<file path="config.mk">
export PLATFORM = sky130hd
export DESIGN_NAME = source_hpd_and_sideband_ports
export DESIGN_NICKNAME = d
export VERILOG_FILES = /design/src/rtl/sideband_pkg.sv /design/src/rtl/hpd_qualifier.sv /design/src/rtl/source_hpd_and_sideband_ports.sv
export SDC_FILE = /design/constraint.sdc
export NUM_CORES = 1
export LEC_CHECK = 0
export ABC_AREA = 1
export BUFFER_PORTS_ARGS = -buffer_cell sky130_fd_sc_hd__buf_2
export CAP_MARGIN = 20
export CORE_MARGIN = 2
export CORE_UTILIZATION = 40
export DETAILED_ROUTE_END_ITERATION = 8
export SETUP_SLACK_MARGIN = 0.02
export SLEW_MARGIN = 25
export SYNTH_ARGS = -nofsm -noshare
export SYNTH_HDL_FRONTEND = slang
export SYNTH_SLANG_ARGS = --single-unit
</file>
<file path="constraint.sdc">
create_clock -name mclk -period 2.7 [get_ports mclk]
set_input_delay 0.27 -clock mclk [delete_from_list [all_inputs] [get_ports mclk]]
set_output_delay 0.27 -clock mclk [all_outputs]
set_load 0.01 [all_outputs]
</file>
<file path="src/rtl/sideband_pkg.sv">
// Shared constants for the hot-plug, oversampling and display-data sideband logic
package sideband_pkg;

  // ----------------------------------------------------------------
  // Clock and timing
  // ----------------------------------------------------------------
  localparam int          CLK_HZ          = 200_000_000;
  localparam int          HPD_HOLD_MS     = 100;
  localparam int          HPD_HOLD_CYC    = (CLK_HZ / 1000) * HPD_HOLD_MS;
  localparam int          I2C_RATE_HZ     = 100_000;
  localparam logic [15:0] PRESCALE_RST    = 16'((CLK_HZ / (I2C_RATE_HZ * 4)) - 1);

  // ----------------------------------------------------------------
  // Port widths
  // ----------------------------------------------------------------
  localparam int          ADDR_W          = 4;
  localparam int          DATA_W          = 32;
  localparam int          RATE_W          = 16;

  // ----------------------------------------------------------------
  // Memory-mapped map of the display-data master (word addresses)
  // ----------------------------------------------------------------
  localparam logic [3:0]  REG_PRESCALE    = 4'h0;
  localparam logic [3:0]  REG_COMMAND     = 4'h1;
  localparam logic [3:0]  REG_STATUS      = 4'h2;

  // Command fields
  localparam int          CMD_DATA_LSB    = 0;
  localparam int          CMD_START_BIT   = 8;
  localparam int          CMD_STOP_BIT    = 9;
  localparam int          CMD_WRITE_BIT   = 10;
  localparam int          CMD_READ_BIT    = 11;
  localparam int          CMD_NACK_BIT    = 12;

  // Status fields
  localparam int          STS_BUSY_BIT    = 0;
  localparam int          STS_ACKERR_BIT  = 1;
  localparam int          STS_RX_LSB      = 8;

  // ----------------------------------------------------------------
  // Oversampling select codes and line-rate band edges in Mb/s
  // ----------------------------------------------------------------
  localparam logic [1:0]  OVS_NONE        = 2'h0;
  localparam logic [1:0]  OVS_3X          = 2'h1;
  localparam logic [1:0]  OVS_4X          = 2'h2;
  localparam logic [1:0]  OVS_5X          = 2'h3;
  localparam logic [15:0] RATE_1G         = 16'h03e8;
  localparam logic [15:0] RATE_500M       = 16'h01f4;
  localparam logic [15:0] RATE_350M       = 16'h015e;
  localparam logic [15:0] RATE_300M       = 16'h012c;

  // ----------------------------------------------------------------
  // Display-data master states
  // ----------------------------------------------------------------
  typedef enum logic [2:0] {
    ST_IDLE  = 3'b000,
    ST_START = 3'b001,
    ST_DATA  = 3'b010,
    ST_ACK   = 3'b011,
    ST_STOP  = 3'b100
  } i2c_state_t;

endpackage

</file>
<file path="src/rtl/hpd_qualifier.sv">
// Hot-plug qualifier: valid only after a long continuous high level
`timescale 1ns/1ps
module hpd_qualifier #(
  parameter int HOLD_CYC = sideband_pkg::HPD_HOLD_CYC
) (
  // Clock and reset
  input  wire logic mclk,
  input  wire logic rst,
  // Hot-plug level and qualified result
  input  wire logic hpd_level,
  output logic      hpd_valid
);
  import sideband_pkg::*;

  typedef struct packed {
    logic [31:0] cnt;
    logic        valid;
  } hpd_t;

  hpd_t s_r;
  hpd_t s_nxt;

  // Count high time, drop at once on low
  always_comb begin
    s_nxt = s_r;
    if (!hpd_level) begin
      s_nxt.cnt   = 32'h0;
      s_nxt.valid = 1'b0;
    end else if (s_r.cnt > 32'(HOLD_CYC)) begin
      s_nxt.valid = 1'b1;
    end else begin
      s_nxt.cnt = s_r.cnt + 32'h1;
    end
  end

  // State register
  always_ff @(posedge mclk) begin
    if (rst) begin
      s_r <= '0;
    end else begin
      s_r <= s_nxt;
    end
  end

  assign hpd_valid = s_r.valid;

endmodule

</file>
<file path="src/rtl/source_hpd_and_sideband_ports.sv">
// Sideband ports: hot-plug qualifier, oversampling select, display-data master
`timescale 1ns/1ps
// How it works
// - Hot-plug valid rises only after input stays high over 100 ms.
// - Hot-plug valid drops as soon as the input goes low.
// - Master drives two-way clock and data lines of the display-data bus.
// - Memory-mapped port: 4-bit address, read/write strobes, 32-bit data.
// - With the master option off, bus lines and port do nothing.
module source_hpd_and_sideband_ports #(
  parameter int HOLD_CYC    = sideband_pkg::HPD_HOLD_CYC,
  parameter bit INCLUDE_I2C = 1'b1
) (
  // Clock and reset
  input  wire logic                            mclk,
  input  wire logic                            rst,
  // Hot-plug
  input  wire logic                            hpd_in,
  output logic                                 hpd_valid,
  // Oversampling helper
  input  wire logic [sideband_pkg::RATE_W-1:0] line_rate_mbps,
  output logic [1:0]                           oversample_factor_sel,
  // Display-data clock line
  input  wire logic                            scl_in,
  output logic                                 scl_out,
  output logic                                 scl_oe_n,
  // Display-data data line
  input  wire logic                            sda_in,
  output logic                                 sda_out,
  output logic                                 sda_oe_n,
  // Memory-mapped port of the master
  input  wire logic [sideband_pkg::ADDR_W-1:0] i2c_address,
  input  wire logic                            i2c_write,
  input  wire logic                            i2c_read,
  input  wire logic [sideband_pkg::DATA_W-1:0] i2c_writedata,
  output logic [sideband_pkg::DATA_W-1:0]      i2c_readdata
);
  import sideband_pkg::*;

  // ----------------------------------------------------------------
  // State of the block
  // ----------------------------------------------------------------
  typedef struct packed {
    i2c_state_t  st;
    logic [1:0]  q;
    logic [2:0]  bitn;
    logic [7:0]  sh;
    logic        wr;
    logic        rd;
    logic        stp;
    logic        nack;
    logic        ack_err;
    logic [7:0]  rx;
    logic [15:0] pre;
    logic [15:0] div;
    logic        scl_oe_n;
    logic        sda_oe_n;
    logic [31:0] rdata;
    logic [1:0]  ovs;
  } main_t;

  main_t s_r;
  main_t s_nxt;
  logic  hpd_ok;

  // ----------------------------------------------------------------
  // Hot-plug qualifier
  // ----------------------------------------------------------------
  // The connector level is fed straight in, no extra filtering
  hpd_qualifier #(
    .HOLD_CYC (HOLD_CYC)
  ) u_hpd (
    .mclk      (mclk),
    .rst       (rst),
    .hpd_level (hpd_in),
    .hpd_valid (hpd_ok)
  );

  // ----------------------------------------------------------------
  // Next-state logic
  // ----------------------------------------------------------------
  always_comb begin
    logic tick;
    logic stall;
    logic bus_busy;
    tick     = 1'b0;
    stall    = 1'b0;
    bus_busy = 1'b0;
    s_nxt    = s_r;

    // Oversampling select from line rate
    if (line_rate_mbps >= RATE_1G) begin
      s_nxt.ovs = OVS_NONE;
    end else if (line_rate_mbps >= RATE_500M) begin
      s_nxt.ovs = OVS_5X;
    end else if (line_rate_mbps >= RATE_350M) begin
      s_nxt.ovs = OVS_3X;
    end else if (line_rate_mbps >= RATE_300M) begin
      s_nxt.ovs = OVS_4X;
    end else begin
      s_nxt.ovs = OVS_5X;
    end

    // Quarter-bit enable divider
    if (s_r.div == 16'h0) begin
      s_nxt.div = s_r.pre;
      tick      = 1'b1;
    end else begin
      s_nxt.div = s_r.div - 16'h1;
    end

    // Clock stretching: hold the high phase until the line is high
    stall    = (s_r.q == 2'd2) && !scl_in;
    bus_busy = (s_r.st != ST_IDLE);

    // Register port: reads answer one cycle later
    if (i2c_read && INCLUDE_I2C) begin
      unique case (i2c_address)
        REG_PRESCALE: s_nxt.rdata = {16'h0, s_r.pre};
        REG_STATUS:   s_nxt.rdata = {16'h0, s_r.rx, 6'h0, s_r.ack_err, bus_busy};
        default:      s_nxt.rdata = 32'h0;
      endcase
    end

    // Register writes; commands only taken while idle
    if (i2c_write && INCLUDE_I2C) begin
      unique case (i2c_address)
        REG_PRESCALE: s_nxt.pre = i2c_writedata[15:0];
        REG_STATUS: begin
          if (i2c_writedata[STS_ACKERR_BIT]) begin
            s_nxt.ack_err = 1'b0;
          end
        end
        REG_COMMAND: begin
          if (!bus_busy) begin
            s_nxt.sh   = i2c_writedata[CMD_DATA_LSB +: 8];
            s_nxt.wr   = i2c_writedata[CMD_WRITE_BIT];
            s_nxt.rd   = i2c_writedata[CMD_READ_BIT] & ~i2c_writedata[CMD_WRITE_BIT];
            s_nxt.stp  = i2c_writedata[CMD_STOP_BIT];
            s_nxt.nack = i2c_writedata[CMD_NACK_BIT];
            s_nxt.q    = 2'd0;
            s_nxt.bitn = 3'd7;
            if (i2c_writedata[CMD_START_BIT]) begin
              s_nxt.st = ST_START;
            end else if (i2c_writedata[CMD_WRITE_BIT] | i2c_writedata[CMD_READ_BIT]) begin
              s_nxt.st = ST_DATA;
            end else if (i2c_writedata[CMD_STOP_BIT]) begin
              s_nxt.st = ST_STOP;
            end
          end
        end
        default: begin
        end
      endcase
    end

    // Bit engine, one phase per quarter-bit tick
    if (tick && bus_busy && !stall) begin
      s_nxt.q = s_r.q + 2'd1;
      unique case (s_r.st)
        ST_START: begin
          unique case (s_r.q)
            2'd0: s_nxt.sda_oe_n = 1'b1;
            2'd1: s_nxt.scl_oe_n = 1'b1;
            2'd2: s_nxt.sda_oe_n = 1'b0;
            2'd3: begin
              s_nxt.scl_oe_n = 1'b0;
              if (s_r.wr | s_r.rd) begin
                s_nxt.st = ST_DATA;
              end else if (s_r.stp) begin
                s_nxt.st = ST_STOP;
              end else begin
                s_nxt.st = ST_IDLE;
              end
            end
          endcase
        end
        ST_DATA: begin
          unique case (s_r.q)
            2'd0: s_nxt.sda_oe_n = s_r.wr ? s_r.sh[7] : 1'b1;
            2'd1: s_nxt.scl_oe_n = 1'b1;
            2'd2: s_nxt.sh = {s_r.sh[6:0], sda_in};
            2'd3: begin
              s_nxt.scl_oe_n = 1'b0;
              s_nxt.bitn     = s_r.bitn - 3'd1;
              if (s_r.bitn == 3'd0) begin
                s_nxt.st = ST_ACK;
              end
            end
          endcase
        end
        ST_ACK: begin
          unique case (s_r.q)
            2'd0: s_nxt.sda_oe_n = s_r.wr ? 1'b1 : s_r.nack;
            2'd1: s_nxt.scl_oe_n = 1'b1;
            2'd2: begin
              if (s_r.wr && sda_in) begin
                s_nxt.ack_err = 1'b1;              // Set wins over clear
              end
              if (s_r.rd) begin
                s_nxt.rx = s_r.sh;
              end
            end
            2'd3: begin
              s_nxt.scl_oe_n = 1'b0;
              s_nxt.st       = s_r.stp ? ST_STOP : ST_IDLE;
            end
          endcase
        end
        ST_STOP: begin
          unique case (s_r.q)
            2'd0: s_nxt.sda_oe_n = 1'b0;
            2'd1: s_nxt.scl_oe_n = 1'b1;
            2'd2: s_nxt.sda_oe_n = 1'b1;
            2'd3: s_nxt.st = ST_IDLE;
          endcase
        end
        default: s_nxt.st = ST_IDLE;
      endcase
    end

    // Master left out: lines released, port reads zero
    if (!INCLUDE_I2C) begin
      s_nxt.st       = ST_IDLE;
      s_nxt.scl_oe_n = 1'b1;
      s_nxt.sda_oe_n = 1'b1;
      s_nxt.rdata    = 32'h0;
    end
  end

  // ----------------------------------------------------------------
  // State register
  // ----------------------------------------------------------------
  always_ff @(posedge mclk) begin
    if (rst) begin
      s_r          <= '0;
      s_r.st       <= ST_IDLE;
      s_r.pre      <= PRESCALE_RST;
      s_r.scl_oe_n <= 1'b1;
      s_r.sda_oe_n <= 1'b1;
    end else begin
      s_r <= s_nxt;
    end
  end

  // ----------------------------------------------------------------
  // Outputs
  // ----------------------------------------------------------------
  assign hpd_valid             = hpd_ok;
  assign oversample_factor_sel = s_r.ovs;
  assign scl_out               = 1'b0;             // Open drain: only ever pulls low
  assign sda_out               = 1'b0;
  assign scl_oe_n              = s_r.scl_oe_n;
  assign sda_oe_n              = s_r.sda_oe_n;
  assign i2c_readdata          = s_r.rdata;

endmodule

</file>
==> flow_summary.json, run 1 <==
{
  "status": "completed",
  "dpl_cell_area_sq_um": 6700,
  "critPathKind": "flip-flop to flip-flop",
  "dieArea_sq_um": 17200,
  "ys_seq_area_frac": 0.354,
  "htreeDepth": 4,
  "arrival_ps": 2350,
  "antenna_cells": 0,
  "grt.total_usage": 0.200,
  "drc": 0,
  "avgRoutedWirePerCell_um": 13.4,
  "io_buffers": 62,
  "irDropWorstVdd_v": 0.000469,
  "required_ps": 3050,
  "viasPerCell": 4.86,
  "cp-end-kind": "flip-flop",
  "fin_area_sq_um": 7240,
  "crit_path_frequent_cell": "nand3_1",
  "gp_congestion": 0.880,
  "grt_max_degree": 71,
  "slowest_stage": "nor2_1",
  "crit_path_start": "u_hpd.s_r[1]",
  "maxSlewViolCount": 0,
  "critPathCapture": "u_hpd.s_r[15]",
  "cp.depth": 7,
  "yosys_warnings": 0,
  "setup_viol": 0,
  "hold_path_class": "input port to flip-flop",
  "postCtsHoldBufs": 0,
  "die_h_um": 131,
  "clk_pin_slew_ps": 60,
  "rsz0062_at_grt": "no",
  "cts-resized-gates": 0,
  "worst-r2r-setup-slack_ps": 700,
  "p_total_mw": 4.68,
  "path_buf_inv": 0,
  "syn_inst": 949,
  "wl_mm": 16.2,
  "slew_headroom": 0.555,
  "dpl_worst_slack_ps": 640,
  "power_density_nw_per_um2": 647,
  "synth_area_sq_um": 6450,
  "fmax_mhz": 499,
  "dpl.cell_count": 1183,
  "r2r_cells": 7,
  "initial_core_util": 0.408,
  "yosysUniqueCellTypes": 37,
  "timing.final.crit_share": 0.742,
  "yosys_most_used_dff": "dfxtp_1",
  "synth-async-reset-ratio": 0,
  "cp_cell_sequence": "ha_1 -> nand3_1 -> nor2_1 -> nand3_1 -> xor2_1 -> nand2_1 -> a21oi_1",
  "clockRootBuffer": "clkbuf_16",
  "worstReg2RegStart": "u_hpd.s_r[1]",
  "leakage_nw": 3.15,
  "period_minus_slack_ps": 2000,
  "num_rows": 46,
  "avgSynthCellArea_sq_um": 6.80,
  "clock_path_buffers": 2,
  "cp_slowest_stage_delay_ps": 450,
  "startpoint_type": "flip-flop",
  "grt_first_pass_wirelength_mm": 26.5,
  "antenna_found_initial": 0,
  "nFillCells": 1693,
  "clock_sinks": 114,
  "finClkSkew_ps": 6.52,
  "cap_violations": 0,
  "dr_total_vias": 5907,
  "fin_cells": 1215,
  "die_w_um": 131,
  "worst_slew_pin_slew_ps": 668,
  "ys_ff_latch": 114,
  "critPathMaxFanout": 6,
  "finalNetCount": 1055,
  "whs_path_depth": 3,
  "dp_hpwl_mm": 11.7,
  "num_io_pins": 98,
  "multi_input_area_sq_um": 3370,
  "cpLargestDelayFamily": "simple AND/OR/NAND/NOR gates",
  "seq_area_sq_um": 2280,
  "ant_nets": 0,
  "final_layout_size_suffix_gt1_frac": 0.138,
  "tns_ps": 0,
  "cts_setup_buffers": 0,
  "cts-buffers-inserted": 17,
  "clock_latency_ps": 420,
  "core_sq_um": 15800,
  "first_pass_iters": 6,
  "synth_edf_count": 0,
  "cts_tree": "built",
  "syn_to_final_growth_pct": 12.1,
  "drt_iter0_drc": 465,
  "overflow": 0,
  "r2r_end": "u_hpd.s_r[15]",
  "hold_violations": 0,
  "grt_pass1_vias": 5212,
  "fin_ws_ps": 695
}
[synthesized netlist by cell type, types with 3 or more instances]
library cell,count,share of area
nand2_1,184,0.11
nor2_1,148,0.086
dfxtp_1,114,0.35
inv_1,104,0.060
a21oi_1,71,0.055
nand3_1,69,0.053
o21ai_0,61,0.047
buf_4,38,0.044
clkbuf_1,19,0.011
xor2_1,14,0.019
ha_1,10,0.019
o221ai_1,10,0.014
nand3b_1,9,0.010
nor2_2,9,0.0087
nor3_1,9,0.0070
o211ai_1,9,0.010
nand4_1,8,0.0078
xnor2_1,8,0.011
inv_2,6,0.0035
buf_6,5,0.0087
nand2_2,5,0.0048
a31oi_1,4,0.0039
buf_2,4,0.0031
nand3_4,4,0.011
nor2_4,4,0.0070
nand2_4,3,0.0052
nor2_8,3,0.0093
[through the flow]
step / util / hold slack, ps
floorplan: - / 396
detailed placement: 0.423 / 420
CTS: 0.457 / 95.1
finish: 0.457 / 105
global route: 0.457 / 100
global placement: 0.423 / 416
[worst reg2reg max path: stages, from the launching register on]
cell and delay, ps:
dfxtp_1 440, ha_1 310, nand3_1 220, nor2_1 450, nand3_1 150, xor2_1 180, nand2_1 70, a21oi_1 120
[how the worst min path moves through the flow]
stage	from	slack, ps	to
after floorplan	i2c_writedata[4]	400	s_r[56]
after global placement	u_hpd.s_r[32]	420	u_hpd.s_r[32]
after detailed placement	u_hpd.s_r[30]	420	u_hpd.s_r[30]
after CTS	sda_in	100	s_r[81]
after global routing	sda_in	100	s_r[81]
final	i2c_writedata[8]	100	s_r[60]
[flip-flops by register name, summed over array words and instances, names as in the netlist]
signal	count
s_r	61
u_hpd.s_r	32
i2c_readdata	16
oversample_factor_sel	2
scl_oe_n	1
sda_oe_n	1
u_hpd.hpd_valid	1
[per-layer routing]
| layer | share of wire | global-route usage | vias up | routed length, um |
|---|---|---|---|---|
| met5 | 0 | 0 | - | 0 |
| met4 | 0.0092 | 0.0551 | 0 | 149 |
| met3 | 0.066 | 0.0497 | 13 | 1070 |
| met2 | 0.42 | 0.299 | 155 | 6900 |
| met1 | 0.50 | 0.286 | 2669 | 8130 |
| li1 | - | - | 3070 | - |
[layout make-up]
type | count | area share
Clock buffer | 21 | 0.0622
Clock inverter | 11 | 0.0123
Inverter | 112 | 0.0581
Multi-Input combinational cell | 673 | 0.466
Sequential cell | 114 | 0.315
Tap cell | 216 | 0.0373
Timing Repair Buffer | 68 | 0.0491
[cell families after synthesis]
logic type	share of synthesized area
AOI/OAI and AO/OA	0.141
xor gates and xnor gates	0.0299
adders and majority gates	0.0194
buffers and inverters	0.134
DFF	0.354
other	0.000581
and+or+nand+nor	0.322
[cells in the final DEF, fill, tap and decap left out, types with 3 or more instances in the layout]
cell type	synthesis	layout
xnor2_1	8	8
nand3_1	69	69
nor2_4	4	4
nor2_1	148	148
xor2_1	14	14
ha_1	10	10
nor2_2	9	9
nand3b_1	9	9
nor3_1	9	9
a21oi_1	71	71
a31oi_1	4	4
clkinv_2	0	7
nand2_4	3	3
nand4_1	8	8
o21ai_0	61	61
inv_2	6	7
inv_1	104	104
conb_1	1	18
nand2_2	5	5
o211ai_1	9	9
o221ai_1	10	10
buf_2	4	62
buf_4	38	6
nand2_1	184	184
dfxtp_1	114	114
clkbuf_16	0	17
nor2_8	3	3
clkbuf_1	19	3
nand3_4	4	4
[report_power, final]
group          switching [mW]  total, mW  internal (mW)
Combinational           0.498      0.765          0.267
Sequential             0.0724       1.85           1.77
Clock                   0.799       2.07           1.27
Total                    1.37       4.68           3.32
(Power assumes the default switching activity.)
==> inputs of run 2 (changes only) <==
==> constraint.sdc (replaced) <==
create_clock -name mclk -period 2 [get_ports mclk]
set_input_delay 0.2 -clock mclk [delete_from_list [all_inputs] [get_ports mclk]]
set_output_delay 0.2 -clock mclk [all_outputs]
set_load 0.01 [all_outputs]
==> flow_summary.json, run 2 (same netlist as run 1, synthesis figures left out) <==
{
  "die_w_um": 131,
  "hold_path_class": "input port to flip-flop",
  "largest_register_ffs": 61,
  "cp-end-kind": "flip-flop",
  "nFillCells": 1653,
  "drc": 0,
  "arrival_ps": 2110,
  "gp_congestion": 0.889,
  "required_ps": 2290,
  "worstReg2RegStart": "s_r[92]",
  "slew_headroom": 0.639,
  "overflow": 0,
  "final_layout_size_suffix_gt1_frac": 0.150,
  "grt_max_degree": 71,
  "cts_setup_buffers": 0,
  "avgRoutedWirePerCell_um": 13.3,
  "seq_area_sq_um": 2280,
  "hold_path_end": "s_r[60]",
  "tns_ps": 0,
  "drt_iter0_drc": 435,
  "rsz0062_at_grt": "no",
  "whs_path_depth": 3,
  "ant_nets": 0,
  "cts-resized-gates": 0,
  "cap_violations": 0,
  "clk_pin_slew_ps": 50,
  "first_pass_iters": 5,
  "setup_viol": 0,
  "clock_latency_ps": 420,
  "dieArea_sq_um": 17200,
  "grt_first_pass_wirelength_mm": 26.1,
  "status": "completed",
  "leakage_nw": 3.22,
  "startpoint_type": "flip-flop",
  "mostFrequentLayoutCells": "184 x nand2_1, 148 x nor2_1, 114 x dfxtp_1, 104 x inv_1, 71 x a21oi_1",
  "critPathKind": "flip-flop to flip-flop",
  "dp_hpwl_mm": 11.8,
  "hold_violations": 0,
  "num_rows": 46,
  "finalNetCount": 1067,
  "num_io_pins": 98,
  "clock_sinks": 114,
  "critPathMaxFanout": 6,
  "postCtsHoldBufs": 0,
  "wl_mm": 16.2,
  "grt_pass1_vias": 5201,
  "regMostFlops": "s_r",
  "cts_tree": "built",
  "timing.final.crit_share": 0.908,
  "clock_path_buffers": 2,
  "hp-start": "i2c_writedata[8]",
  "r2r_cells": 9,
  "worst_slew_pin_slew_ps": 542,
  "period_minus_slack_ps": 1820,
  "grt.total_usage": 0.197,
  "maxSlewViolCount": 0,
  "multi_input_area_sq_um": 3370,
  "fin_util": 0.465,
  "viasPerCell": 4.82,
  "fmax_mhz": 550,
  "irDropWorstVdd_v": 0.000672,
  "power_density_nw_per_um2": 872,
  "syn_to_final_growth_pct": 13.9,
  "cts-buffers-inserted": 17,
  "antenna_found_initial": 0,
  "worst-r2r-setup-slack_ps": 180,
  "antenna_cells": 0,
  "layout_commonest_cell": "nand2_1",
  "dr_total_vias": 5912,
  "p_total_mw": 6.41,
  "htreeDepth": 4,
  "initial_core_util": 0.408,
  "core_sq_um": 15800,
  "die_h_um": 131,
  "finClkSkew_ps": 6.57,
  "r2r_end": "scl_oe_n",
  "clockRootBuffer": "clkbuf_16",
  "io_buffers": 62
}
-- run 2: stage by stage --
stage | cells | hold slack, ps | setup slack (ps) | instance area, sq um
after floorplan | 966 | 326 | 229 | 6520
after global placement | 1195 | 416 | 214 | 6800
after detailed placement | 1195 | 417 | 200 | 6800
after CTS | 1226 | 24.9 | 189 | 7350
after global routing | 1226 | 54.7 | 25.8 | 7350
final | 1226 | 32.0 | 183 | 7350
-- run 2: worst max-delay path by stage --
stage,slack (ps),cells past startpoint,end,start
floorplan,230,10,s_r[87],s_r[92]
global placement,210,9,sda_oe_n,s_r[92]
detailed placement,200,9,sda_oe_n,s_r[92]
CTS,190,9,sda_oe_n,s_r[92]
global route,30,9,sda_oe_n,s_r[92]
finish,180,9,scl_oe_n,s_r[92]
-- run 2: final cells by class --
class                      count  share of cell area
clock inverter                11              0.0119
timing repair buffer          80              0.0623
inverter                     112              0.0572
multi-input combinational    673               0.458
clock buffer                  20              0.0635
sequential                   114               0.310
tap                          216              0.0367
-- run 2: routing by layer --
metal / vias up / global-route usage / part of all wire / routed length, um
met3: 21 / 0.0415 / 0.053 / 865
met1: 2643 / 0.284 / 0.51 / 8230
met4: 0 / 0.0732 / 0.021 / 340
met2: 151 / 0.288 / 0.42 / 6810
met5: - / 0 / 0 / 0
li1: 3097 / - / - / -
-- run 2: critical path: stages, from the launching register on --
cell and delay, ps:
dfxtp_1 410, inv_1 100, ha_1 260, inv_1 80
or2_2 160, inv_1 60, nor2_1 380, nand2_1 100
nand2_1 70, nand3_1 60
-- run 2: power breakdown --
part	switching, mW	internal, mW	total [mW]
clock network	1.08	1.78	2.85
logic	0.680	0.382	1.06
registers	0.101	2.39	2.50
total	1.86	4.55	6.41
==> inputs of run 3 (changes only) <==
--- a/config.mk
+++ b/config.mk
@@ -5,7 +5,6 @@
 export SDC_FILE = /design/constraint.sdc
 export NUM_CORES = 1
 export LEC_CHECK = 0
-export ABC_AREA = 1
 export BUFFER_PORTS_ARGS = -buffer_cell sky130_fd_sc_hd__buf_2
 export CAP_MARGIN = 20
 export CORE_MARGIN = 2
==> flow_summary.json, run 3 <==
{
  "grt_max_degree": 83,
  "largest_register_ffs": 61,
  "finClkSkew_ps": 20.5,
  "rsz0062_at_grt": "yes",
  "antenna_found_initial": 0,
  "syn_to_final_growth_pct": 20.7,
  "drt_iter0_drc": 249,
  "period_minus_slack_ps": 1900,
  "hold_path_class": "input port to flip-flop",
  "maxSlewViolCount": 0,
  "startpoint_type": "flip-flop",
  "num_io_pins": 98,
  "regMostFlops": "s_r",
  "finalNetCount": 798,
  "avgRoutedWirePerCell_um": 14.5,
  "worst_slew_pin_slew_ps": 583,
  "dieArea_sq_um": 15100,
  "synth_area_sq_um": 5650,
  "clk_pin_slew_ps": 60,
  "critPathKind": "flip-flop to flip-flop",
  "fin_ws_ps": 97.9,
  "io_buffers": 63,
  "synth.most_common_cell": "dfxtp_1",
  "gp_congestion": 0.864,
  "required_ps": 2290,
  "p_total_mw": 6.41,
  "ys_seq_area_frac": 0.404,
  "cp_slowest_stage_delay_ps": 360,
  "slew_headroom": 0.610,
  "die_w_um": 123,
  "avgSynthCellArea_sq_um": 8.38,
  "core_sq_um": 13800,
  "synth_edf_count": 0,
  "slowest_stage": "dfxtp_1",
  "initial_core_util": 0.408,
  "synth_top_area_frac": 0.404,
  "clock_latency_ps": 420,
  "hold_violations": 0,
  "final_layout_size_suffix_gt1_frac": 0.212,
  "overflow": 0,
  "ys_ff_latch": 114,
  "status": "completed",
  "antenna_cells": 0,
  "path_buf_inv": 1,
  "die_h_um": 123,
  "ant_nets": 0,
  "cp_cell_sequence": "o2111a_1 -> a2111oi_1 -> o21a_1 -> buf_4 -> o2111ai_2 -> xor2_1 -> nor2_1",
  "layout_commonest_cell": "dfxtp_1",
  "grt_first_pass_wirelength_mm": 21.7,
  "num_rows": 43,
  "arrival_ps": 2190,
  "dpl_worst_slack_ps": 9.84,
  "dpl.cell_count": 887,
  "tns_ps": 0,
  "synth_area_leader_cell": "dfxtp_1",
  "wl_mm": 13.4,
  "mostFrequentLayoutCells": "110 x dfxtp_1, 102 x nor2_1, 64 x buf_2, 59 x nand2_1, 31 x a211oi_1",
  "yosysUniqueCellTypes": 61,
  "dr_total_vias": 4857,
  "fmax_mhz": 526,
  "critPathMaxFanout": 9,
  "clock_path_buffers": 2,
  "cp-end-kind": "flip-flop",
  "cts_tree": "built",
  "power_density_nw_per_um2": 940,
  "yosys_warnings": 0,
  "viasPerCell": 5.27,
  "leakage_nw": 2.69,
  "dp_hpwl_mm": 9.17,
  "fin_cells": 922,
  "clock_sinks": 114,
  "drc": 0,
  "irDropWorstVdd_v": 0.000620,
  "cpLargestDelayFamily": "compound AO/OA/AOI/OAI gates",
  "clockRootBuffer": "clkbuf_16",
  "syn_inst": 674,
  "setup_viol": 0,
  "synth_common_cells": "114 x dfxtp_1, 104 x nor2_1, 59 x nand2_1, 39 x buf_4, 33 x a211oi_1",
  "yosys_most_used_dff": "dfxtp_1",
  "cap_violations": 0,
  "grt_pass1_vias": 4570,
  "cts-buffers-inserted": 17,
  "grt.total_usage": 0.184,
  "synthTopCellsByArea": "dfxtp_1 40%, nor2_1 6.9%, buf_4 5.2%, a211oi_1 4.4%, nand2_1 3.9%",
  "htreeDepth": 4,
  "synth-async-reset-ratio": 0,
  "first_pass_iters": 5,
  "timing.final.crit_share": 0.951
}
run 3: cell type report:
class | count | area, sq um
inverter | 12 | 45.0
sequential | 114 | 2290
fill | 1346 | 7010
multi-input combinational | 489 | 3070
timing repair buffer | 95 | 612
tap | 180 | 225
clock buffer | 17 | 425
clock inverter | 15 | 148
run 3: what timing repair did:
| item | 4_1_cts | 5_1_grt |
|---|---|---|
| pin swaps | 0 | 7 |
| endpoints found under the hold margin | 1 | 0 |
| cloned | 0 | 1 |
| buffers inserted | 0 | 1 |
| resized for setup | 1 | 32 |
| setup endpoints to repair | 9 | 49 |
| hold buffers | 1 | 0 |
run 3: cell families after synthesis:
group / count (synthesis) / share of synthesized area
flip-flops: 114 / 0.404
multiplexers: 23 / 0.0412
AO/OA/AOI/OAI: 127 / 0.149
other: 1 / 0.000664
adder cells (fa/ha/maj): 10 / 0.0222
buffers and inverters: 88 / 0.0860
XOR/XNOR: 31 / 0.0481
AND/OR/NAND/NOR: 280 / 0.249
run 3: through the flow:
step,area [sq um],utilization,hold slack (ps)
final,6820,0.493,26.6
after CTS,6660,0.482,5.21
after detailed placement,6070,0.439,417
after global routing,6820,0.493,18.6
after floorplan,5710,-,289
after global placement,6070,0.439,406
run 3: power breakdown:
group / switching, mW / internal (mW)
Sequential: 0.154 / 2.40
Clock: 1.17 / 1.74
Combinational: 0.504 / 0.440
Total: 1.83 / 4.58
run 3: tightest hold or removal path, delay by kind of cell:
family	cells	cell delay [ps]
AO/OA/AOI/OAI	1	50
AND/OR/NAND/NOR	1	50
buffers and inverters	1	100
run 3: worst paths after layout:
kind | startpoint | slack [ps] | endpoint | depth (start not counted)
hold reg to reg | u_hpd.s_r[28] | 460 | u_hpd.s_r[28] | 1
hold / removal | i2c_writedata[15] | 30 | s_r[67] | 3
setup reg to reg | u_hpd.s_r[10] | 100 | u_hpd.s_r[24] | 7
setup / recovery | u_hpd.s_r[10] | 100 | u_hpd.s_r[24] | 7
run 3: routing by layer:
layer | track usage | up-vias | part of all wire
met5 | 0 | - | 0
met4 | 0.0647 | 0 | 0.0085
met3 | 0.0544 | 10 | 0.039
met2 | 0.301 | 97 | 0.50
met1 | 0.229 | 2314 | 0.45
li1 | - | 2436 | -
